**config.mk**
```make
export PLATFORM = sky130hd
export DESIGN_NAME = apss_top
export DESIGN_NICKNAME = d
export VERILOG_FILES = /design/src/hdl/apss_pkg.sv /design/src/hdl/apss_sync.sv /design/src/hdl/apss_top.sv
export SDC_FILE = /design/constraint.sdc
export NUM_CORES = 1
export LEC_CHECK = 0
export BUFFER_PORTS_ARGS = -buffer_cell sky130_fd_sc_hd__buf_2
export CORE_UTILIZATION = 45
export CTS_CLUSTER_DIAMETER = 120
export DETAILED_ROUTE_END_ITERATION = 8
export SYNTH_ARGS = -nofsm -noshare
export SYNTH_HDL_FRONTEND = slang
export SYNTH_HIERARCHICAL = 1
export SYNTH_SLANG_ARGS = --single-unit
```
**constraint.sdc**
```tcl
create_clock -name aclk -period 4.1 [get_ports aclk]
set_input_delay 0 -clock aclk [delete_from_list [all_inputs] [get_ports aclk]]
set_output_delay 0 -clock aclk [all_outputs]
set_load 0.005 [all_outputs]
```
**src/hdl/apss_pkg.sv**
```systemverilog
// package: register map, field layout, reset values and timing constants of the strobe sequencer
package apss_pkg;

	// ****************************************************************
	// register byte offsets
	// ****************************************************************
	localparam logic [7:0] OFS_TIM0 = 8'h00;
	localparam logic [7:0] OFS_TIM1 = 8'h04;
	localparam logic [7:0] OFS_TIM2 = 8'h08;
	localparam logic [7:0] OFS_TIM3 = 8'h0C;
	localparam logic [7:0] OFS_CMD = 8'h10;
	localparam logic [7:0] OFS_WDATA = 8'h14;
	localparam logic [7:0] OFS_RDATA = 8'h18;
	localparam logic [7:0] OFS_STAT = 8'h1C;

	// ****************************************************************
	// timing register fields, one register per select space
	// ****************************************************************
	localparam int TF_RS_LSB = 0;
	localparam int TF_RST_LSB = 4;
	localparam int TF_RH_LSB = 10;
	localparam int TF_WS_LSB = 16;
	localparam int TF_WST_LSB = 20;
	localparam int TF_WH_LSB = 26;
	localparam int TF_RDY_BIT = 31;
	localparam int SETUP_W = 4;
	localparam int STROBE_W = 6;
	localparam int HOLD_W = 3;
	localparam logic [31:0] TIM_RST = 32'h0441_0441;

	// ****************************************************************
	// command and status fields
	// ****************************************************************
	localparam int CF_WRITE_BIT = 0;
	localparam int CF_ADDR_LSB = 2;
	localparam int CF_SPACE_LSB = 8;
	localparam int SF_BUSY_BIT = 0;
	localparam int SF_RDY_BIT = 1;
	localparam int SPACE_CNT = 4;

	// ****************************************************************
	// timing constants and response codes
	// ****************************************************************
	localparam logic [5:0] EXT_MIN_SUM = 6'h04;
	localparam logic [5:0] CNT_ONE = 6'h01;
	localparam logic [1:0] RESP_OKAY = 2'h0;
	localparam logic [1:0] RESP_SLVERR = 2'h2;

	typedef enum logic [2:0]
	{
		APSS_IDLE = 3'h0,
		APSS_SETUP = 3'h1,
		APSS_STRB = 3'h2,
		APSS_WAIT = 3'h3,
		APSS_HOLD = 3'h4
	} apss_phase_t;

endpackage

```
**src/hdl/apss_sync.sv**
```systemverilog
// module: two-stage synchroniser for the peripheral ready input
`timescale 1ns/100ps
`default_nettype none
module apss_sync
(
	// clock, reset and enable
	input wire logic aclk,
	input wire logic aresetn,
	input wire logic ce,
	// level crossing
	input wire logic async_in,
	output logic sync_out
);
	import apss_pkg::*;

	typedef struct packed
	{
		logic ff1;
		logic ff2;
	} apss_sync_t;

	apss_sync_t s_r;
	apss_sync_t s_nxt;

	// first stage feeds only the second stage
	always_comb
	begin
		s_nxt = s_r;
		s_nxt.ff1 = async_in;
		s_nxt.ff2 = s_r.ff1;
	end

	always_ff @(posedge aclk)
	begin
		if (!aresetn)
			s_r <= '0;
		else if (ce)
			s_r <= s_nxt;
	end

	assign sync_out = s_r.ff2;
endmodule
`default_nettype wire

```
**src/hdl/apss_top.sv**
```systemverilog
// module: asynchronous peripheral strobe sequencer with AXI4-Lite register access
`timescale 1ns/100ps
`default_nettype none
module apss_top
(
	// clock, reset, enable
	input wire logic aclk,
	input wire logic aresetn,
	input wire logic ce,
	// axi4-lite write channels
	input wire logic [7:0] s_axi_awaddr,
	input wire logic s_axi_awvalid,
	output logic s_axi_awready,
	input wire logic [31:0] s_axi_wdata,
	input wire logic [3:0] s_axi_wstrb,
	input wire logic s_axi_wvalid,
	output logic s_axi_wready,
	output logic [1:0] s_axi_bresp,
	output logic s_axi_bvalid,
	input wire logic s_axi_bready,
	// axi4-lite read channels
	input wire logic [7:0] s_axi_araddr,
	input wire logic s_axi_arvalid,
	output logic s_axi_arready,
	output logic [31:0] s_axi_rdata,
	output logic [1:0] s_axi_rresp,
	output logic s_axi_rvalid,
	input wire logic s_axi_rready,
	// expansion bus pins
	output logic [apss_pkg::SPACE_CNT-1:0] space_select_n,
	output logic [3:0] byte_enable_or_word_address,
	output logic output_enable_n,
	output logic read_strobe_n,
	output logic write_strobe_or_wait_pin_n,
	input wire logic peripheral_ready,
	input wire logic [31:0] expansion_data_bus_i,
	output logic [31:0] expansion_data_bus_o,
	output logic expansion_data_bus_oe_n
);
	import apss_pkg::*;

	typedef struct packed
	{
		apss_phase_t st;
		logic [5:0] cnt;
		logic [SPACE_CNT-1:0][31:0] tim;
		logic [31:0] cur;
		logic wr;
		logic [3:0] addr;
		logic [1:0] space;
		logic [31:0] wdata;
		logic [31:0] rdata;
		logic aw_got;
		logic [7:0] aw_addr;
		logic w_got;
		logic [31:0] w_data;
		logic [3:0] w_strb;
		logic bvalid;
		logic [1:0] bresp;
		logic rvalid;
		logic [31:0] rd_bus;
		logic [1:0] rresp;
		logic [SPACE_CNT-1:0] cs_n;
		logic oe_n;
		logic re_n;
		logic we_n;
		logic d_oe_n;
	} apss_state_t;

	apss_state_t s_r;
	apss_state_t s_nxt;
	logic rdy_s;

	// ****************************************************************
	// ready synchroniser
	// ****************************************************************
	apss_sync u_rdy_sync
	(
		.aclk(aclk),
		.aresetn(aresetn),
		.ce(ce),
		.async_in(peripheral_ready),
		.sync_out(rdy_s)
	);

	// ****************************************************************
	// timing field helpers
	// ****************************************************************
	function automatic logic [5:0] f_setup(input logic [31:0] t, input logic w);
		f_setup = w ? 6'(t[TF_WS_LSB +: SETUP_W]) : 6'(t[TF_RS_LSB +: SETUP_W]);
	endfunction

	// a zero strobe count still yields one low cycle
	function automatic logic [5:0] f_strobe(input logic [31:0] t, input logic w);
		logic [5:0] v;
		v = w ? t[TF_WST_LSB +: STROBE_W] : t[TF_RST_LSB +: STROBE_W];
		f_strobe = (v == 6'h00) ? CNT_ONE : v;
	endfunction

	function automatic logic [5:0] f_hold(input logic [31:0] t, input logic w);
		f_hold = w ? 6'(t[TF_WH_LSB +: HOLD_W]) : 6'(t[TF_RH_LSB +: HOLD_W]);
	endfunction

	function automatic logic [31:0] f_merge(input logic [31:0] o, input logic [31:0] d, input logic [3:0] b);
		logic [31:0] r;
		r = o;
		for (int i = 0; i < 4; i++)
		begin
			if (b[i])
				r[8*i +: 8] = d[8*i +: 8];
		end
		f_merge = r;
	endfunction

	// ****************************************************************
	// next state
	// ****************************************************************
	always_comb
	begin
		logic [5:0] su;
		logic [5:0] sb;
		logic [5:0] hd;
		logic ext_ok;
		logic done;
		logic [31:0] t;
		su = f_setup(s_r.cur, s_r.wr);
		sb = f_strobe(s_r.cur, s_r.wr);
		hd = f_hold(s_r.cur, s_r.wr);
		// ready extension stays off when setup plus strobe is too short
		// sum taken one bit wider so a long setup plus strobe cannot wrap below the minimum
		ext_ok = s_r.cur[TF_RDY_BIT] && ((7'(su) + 7'(sb)) >= 7'(EXT_MIN_SUM));
		done = 1'b0;
		t = '0;
		s_nxt = s_r;

		// axi write: address and data taken in either order
		if (s_axi_awvalid && s_axi_awready)
		begin
			s_nxt.aw_got = 1'b1;
			s_nxt.aw_addr = s_axi_awaddr;
		end
		if (s_axi_wvalid && s_axi_wready)
		begin
			s_nxt.w_got = 1'b1;
			s_nxt.w_data = s_axi_wdata;
			s_nxt.w_strb = s_axi_wstrb;
		end
		if (s_r.bvalid && s_axi_bready)
			s_nxt.bvalid = 1'b0;
		if (s_r.aw_got && s_r.w_got && !s_r.bvalid)
		begin
			s_nxt.aw_got = 1'b0;
			s_nxt.w_got = 1'b0;
			s_nxt.bvalid = 1'b1;
			s_nxt.bresp = RESP_OKAY;
			unique case ({s_r.aw_addr[7:2], 2'b00})
				OFS_TIM0, OFS_TIM1, OFS_TIM2, OFS_TIM3:
					s_nxt.tim[s_r.aw_addr[3:2]] = f_merge(s_r.tim[s_r.aw_addr[3:2]], s_r.w_data, s_r.w_strb);
				OFS_WDATA:
					s_nxt.wdata = f_merge(s_r.wdata, s_r.w_data, s_r.w_strb);
				OFS_CMD:
				begin
					// a command while busy is dropped; software polls the busy bit
					if (s_r.st == APSS_IDLE && s_r.w_strb[0])
					begin
						t = s_r.tim[s_r.w_data[CF_SPACE_LSB +: 2]];
						s_nxt.cur = t;
						s_nxt.wr = s_r.w_data[CF_WRITE_BIT];
						s_nxt.addr = s_r.w_data[CF_ADDR_LSB +: 4];
						s_nxt.space = s_r.w_data[CF_SPACE_LSB +: 2];
						if (f_setup(t, s_r.w_data[CF_WRITE_BIT]) != 6'h00)
						begin
							s_nxt.st = APSS_SETUP;
							s_nxt.cnt = f_setup(t, s_r.w_data[CF_WRITE_BIT]) - CNT_ONE;
						end
						else
						begin
							s_nxt.st = APSS_STRB;
							s_nxt.cnt = f_strobe(t, s_r.w_data[CF_WRITE_BIT]) - CNT_ONE;
						end
					end
				end
				OFS_RDATA, OFS_STAT:
					s_nxt.bresp = RESP_OKAY;
				default:
					s_nxt.bresp = RESP_SLVERR;
			endcase
		end

		// axi read
		if (s_r.rvalid && s_axi_rready)
			s_nxt.rvalid = 1'b0;
		if (s_axi_arvalid && s_axi_arready)
		begin
			s_nxt.rvalid = 1'b1;
			s_nxt.rresp = RESP_OKAY;
			unique case ({s_axi_araddr[7:2], 2'b00})
				OFS_TIM0, OFS_TIM1, OFS_TIM2, OFS_TIM3:
					s_nxt.rd_bus = s_r.tim[s_axi_araddr[3:2]];
				OFS_CMD:
					s_nxt.rd_bus = {22'h0, s_r.space, 2'h0, s_r.addr, 1'b0, s_r.wr};
				OFS_WDATA:
					s_nxt.rd_bus = s_r.wdata;
				OFS_RDATA:
					s_nxt.rd_bus = s_r.rdata;
				OFS_STAT:
					s_nxt.rd_bus = {30'h0, rdy_s, s_r.st != APSS_IDLE};
				default:
				begin
					s_nxt.rd_bus = 32'h0000_0000;
					s_nxt.rresp = RESP_SLVERR;
				end
			endcase
		end

		// access sequencer
		unique case (s_r.st)
			APSS_IDLE:
				s_nxt.cnt = s_nxt.cnt;
			APSS_SETUP:
			begin
				s_nxt.cnt = s_r.cnt - CNT_ONE;
				if (s_r.cnt == 6'h00)
				begin
					s_nxt.st = APSS_STRB;
					s_nxt.cnt = sb - CNT_ONE;
				end
			end
			APSS_STRB:
			begin
				s_nxt.cnt = s_r.cnt - CNT_ONE;
				if (s_r.cnt == 6'h00)
				begin
					if (ext_ok && !rdy_s)
						s_nxt.st = APSS_WAIT;
					else
						done = 1'b1;
				end
			end
			APSS_WAIT:
				done = rdy_s;
			APSS_HOLD:
			begin
				s_nxt.cnt = s_r.cnt - CNT_ONE;
				if (s_r.cnt == 6'h00)
					s_nxt.st = APSS_IDLE;
			end
			default:
				s_nxt.st = APSS_IDLE;
		endcase
		if (done)
		begin
			// registered strobe rises on this edge, so the pins are sampled here
			if (!s_r.wr)
				s_nxt.rdata = expansion_data_bus_i;
			s_nxt.st = (hd != 6'h00) ? APSS_HOLD : APSS_IDLE;
			s_nxt.cnt = hd - CNT_ONE;
		end

		// pin levels follow the next phase so they stay glitch free
		s_nxt.cs_n = '1;
		s_nxt.oe_n = 1'b1;
		s_nxt.re_n = 1'b1;
		s_nxt.we_n = 1'b1;
		s_nxt.d_oe_n = 1'b1;
		if (s_nxt.st != APSS_IDLE)
		begin
			// space select released with the other selects, inside the allowed tail
			s_nxt.cs_n[s_nxt.space] = 1'b0;
			s_nxt.oe_n = s_nxt.wr;
			s_nxt.d_oe_n = !s_nxt.wr;
			if (s_nxt.st == APSS_STRB || s_nxt.st == APSS_WAIT)
			begin
				s_nxt.re_n = s_nxt.wr;
				s_nxt.we_n = !s_nxt.wr;
			end
		end
	end

	always_ff @(posedge aclk)
	begin
		if (!aresetn)
		begin
			s_r <= '0;
			s_r.st <= APSS_IDLE;
			s_r.tim <= {SPACE_CNT{TIM_RST}};
			s_r.cs_n <= '1;
			s_r.oe_n <= 1'b1;
			s_r.re_n <= 1'b1;
			s_r.we_n <= 1'b1;
			s_r.d_oe_n <= 1'b1;
		end
		else if (ce)
			s_r <= s_nxt;
	end

	// ****************************************************************
	// outputs
	// ****************************************************************
	assign s_axi_awready = !s_r.aw_got && !s_r.bvalid;
	assign s_axi_wready = !s_r.w_got && !s_r.bvalid;
	assign s_axi_bvalid = s_r.bvalid;
	assign s_axi_bresp = s_r.bresp;
	assign s_axi_arready = !s_r.rvalid;
	assign s_axi_rvalid = s_r.rvalid;
	assign s_axi_rdata = s_r.rd_bus;
	assign s_axi_rresp = s_r.rresp;
	assign space_select_n = s_r.cs_n;
	assign byte_enable_or_word_address = s_r.addr;
	assign output_enable_n = s_r.oe_n;
	assign read_strobe_n = s_r.re_n;
	assign write_strobe_or_wait_pin_n = s_r.we_n;
	assign expansion_data_bus_o = s_r.wdata;
	assign expansion_data_bus_oe_n = s_r.d_oe_n;

	// ****************************************************************
	// checks
	// ****************************************************************
	logic sel_act;
	logic strb_low;
	logic [6:0] sel_age;
	logic [6:0] low_age;
	logic [6:0] post_age;
	assign sel_act = !(&s_r.cs_n);
	assign strb_low = !(s_r.re_n && s_r.we_n);

	always_ff @(posedge aclk)
	begin
		if (!aresetn)
		begin
			sel_age <= 7'h00;
			low_age <= 7'h00;
			post_age <= 7'h00;
		end
		else if (ce)
		begin
			sel_age <= sel_act ? sel_age + 7'h01 : 7'h00;
			low_age <= strb_low ? low_age + 7'h01 : 7'h00;
			post_age <= (sel_act && !strb_low) ? post_age + 7'h01 : 7'h00;
		end
	end
endmodule
`default_nettype wire

```
==> results.md <==
- Routability cong.: 0.912
- Maximum vdd drop: 0.310 mV
- Clk pwr share: 46.8%
- Port bufs: 171
- Initial core utilization: 45.7%
- Worst path max stage delay: 0.92 ns
- Final Hold Viols: 0
- Initial antenna violation count: 2
- Setup Fix Bufs, Post-CTS: 0
- Hold crit path type: in -> reg
- Grt ovf: 0
- Mapped Cells: 1,805
- CP max FO: 29
- R2r startpoint: s_r[59]
- Fillers: 3,382
- Endpoint type of the worst setup path: register
- Status: finished clean
- Cell-internal power: 0.00548 W
- Worst hold path startpoint: s_axi_awvalid
- Post-synthesis sequential area ratio: 38.9%
- TritonCTS clock tree: built
- Layout net count: 2,011
- DR DRC count: 0
- Pleak: 7.09 nW
- Detailed router's first-iteration violation count: 1,128
- Cell count of the worst reg-to-reg path: 9
- Post-cts resize count: 0
- CP Class: reg -> reg
- Std-Cell Rows: 70
- Die area: 37,900 µm²
- Worst slew pin tran: 1.09 ns
- Setup TNS: 0 ns
- Syn Area/Cell: 9.26 µm²
- Worst Hold Depth: 4
- Routed Antenna Nets: 0
- Largest net degree at the start of global routing: 160
- Deepest clock path buffer count: 3
- Die Y: 195 µm
- First-pass GRT wire length: 76,700 µm
- Worst flop-to-flop path endpoint: s_r[324]
- Detailed placer's ending HPWL: 33,100 µm
- DR vias/cell: 5.85
- Clock Tree Root: clkbuf_16
- Logic gate share of total power: 7.4%
- Critical-path cell with the highest stage delay: dfxtp_2
- Layout cell share with drive strength beyond 1: 20.5%
- Final hold slack: 0.0306 ns
- Net Sw Frac: 23.3%
- Tcrit/Tclk final: 91.7%
- Slew headroom: 27.0%
- WP data required: 4.55 ns
- Worst skew pair latency: 0.53 ns
- Worst-path clk slew: 0.06 ns
- Final min period: 3.76 ns
- H-tree levels: 2
- Io pins: 178
- Core area: 36,600 µm²
- Fraction of registers with async set/reset: 0%
- DR WL/cell: 20.5 µm
- RSZ-0062 raised after global routing: no
- Final wirelength: 49,200 µm
- CTS Buf Count: 37
- Number of synthesized flops with an enable pin: 0
- First drt pass iteration count: 6
- Clock Skew: 0.0184 ns
- Flop pwr share: 45.8%
- Unique masters post-synth: 76
- R2R setup slack: 0.34 ns
- Maxcap violations: 0
- Syn Std Cell Area: 16,700 µm²
- Slew Viols, Final: 0
- Number of clock sinks: 325
- Yosys reg bits: 325
- Net Sw Power: 0.00166 W
- Hold Crit Endpoint: s_r[91]
- Area growth syn-to-layout: 16.1%
- Top FF cell, synth: dfxtp_1
- Final setup viols: 0
- Synthesis Warnings: 6
- CP Data Arrival Time: 4.21 ns
- GRT Resource Usage Total: 25.7%
- CP cell instances: buf_4 -> mux2_1 -> mux4_2 -> nor4_1 -> a21boi_1 -> ha_1 -> a211oi_1 -> nor3b_1 -> a21boi_0
- Chip width: 195 µm
- CTS Hold Bufs: 79
- Power Density: 368 nW/µm²
- Total number of vias: 14.1k
- Worst setup SP type: register
- Number of global-route vias before repair: 13.4k
- Max frequency: 266 MHz
==> logic make-up after synthesis <==
logic type / after synthesis / share of synthesized area [%]
other cells: 1 / 0.0224
xor+xnor: 9 / 0.472
fa+ha+maj: 11 / 0.868
buf+inv: 248 / 7.56
simple gates: 593 / 15.7
mux: 223 / 20.0
flops: 325 / 38.9
compound gates: 395 / 16.5
==> cell usage after synthesis (11+ instances only) <==
master | count | area share, %
and2_1 | 13 | 0.49
mux2_2 | 21 | 1.4
nor2_1 | 218 | 4.9
nor3b_1 | 12 | 0.54
buf_1 | 13 | 0.29
a21o_1 | 11 | 0.49
clkbuf_1 | 115 | 2.6
o211ai_1 | 28 | 1.3
nand3_1 | 55 | 1.6
nand2b_1 | 15 | 0.56
buf_4 | 77 | 3.5
mux2i_1 | 109 | 6.5
a21oi_1 | 117 | 3.5
nand2_1 | 211 | 4.7
buf_2 | 23 | 0.69
inv_1 | 18 | 0.40
nor2b_1 | 11 | 0.41
o21ai_0 | 14 | 0.42
a222oi_1 | 30 | 1.8
a211oi_1 | 135 | 6.1
nor3_1 | 17 | 0.51
mux4_2 | 86 | 12
dfxtp_1 | 325 | 39
==> stage by stage <==
stage               utilization [%]  power [W]  std cells  instance area [µm²]  setup slack [ns]
CTS                            53.0    0.00720       2401                19400             0.342
floorplan                         -    0.00365       1806                16700             0.753
global placement               47.5    0.00381       2257                17400             0.481
global route                   53.0    0.00738       2401                19400             0.158
detailed placement             47.5    0.00381       2257                17400             0.364
finish                         53.0    0.00714       2402                19400             0.339
==> critical path, delay by kind of cell, from the launching register on <==
kind            cells  cell delay (ns)
fa+ha+maj           1             0.33
flops               1             0.92
buf+inv             1             0.29
compound gates      3             0.70
mux                 2             0.94
simple gates        2             0.48
==> power by group through the flow <==
stage | sequential [W] | combinational [W] | clock (W)
floorplan | 0.00330 | 0.000347 | 0
global placement | 0.00334 | 0.000467 | 0
detailed placement | 0.00334 | 0.000471 | 0
CTS | 0.00327 | 0.000530 | 0.00340
global route | 0.00328 | 0.000575 | 0.00353
finish | 0.00327 | 0.000529 | 0.00334
==> worst max path at each step <==
stage	start	endpoint	slack (ns)	depth (start not counted)
after floorplan	s_r[162]	s_r[92]	0.75	13
after CTS	s_r[59]	s_r[324]	0.34	9
after detailed placement	s_r[59]	s_r[324]	0.36	9
final	s_r[59]	s_r[324]	0.34	9
after global placement	s_r[59]	s_r[324]	0.48	9
after global routing	s_r[59]	space_select_n[1]	0.16	8
==> metal layers <==
metal | track usage (%) | part of all wire (%)
met1 | 34.5 | 44
met3 | 4.10 | 5.7
met5 | 0 | 0.020
met4 | 9.85 | 3.3
met2 | 41.6 | 47
==> cell usage in the layout, fill, tap and decap left out, types with 12 or more instances in the layout <==
master         netlist  layout
a21oi_1            117     117
clkbuf_16            0      39
nand2_1            211     211
buf_2               23     171
clkbuf_1           115      12
a222oi_1            30      30
o211ai_1            28      28
mux4_2              86      86
nor2_1             218     217
nand2b_1            15      15
o21ai_0             14      14
and2_1              13      12
mux2i_1            109     109
a211oi_1           135     135
nand3_1             55      55
dfxtp_1            325     321
dlygate4sd3_1        0      79
buf_4               77      38
nor3_1              17      17
mux2_2              21      21
inv_1               18      17
==> layout make-up <==
cell class	instances	area, µm²	area share, %
tap	468	586	3.02
clock inverter	5	78.8	0.406
multi-input combinational	1233	9000	46.4
sequential	325	6510	33.6
timing repair buffer	292	2010	10.4
clock buffer	60	1140	5.90
inverter	18	75.1	0.387
antenna	1	2.50	0.0129
(Power assumes the default switching activity.)
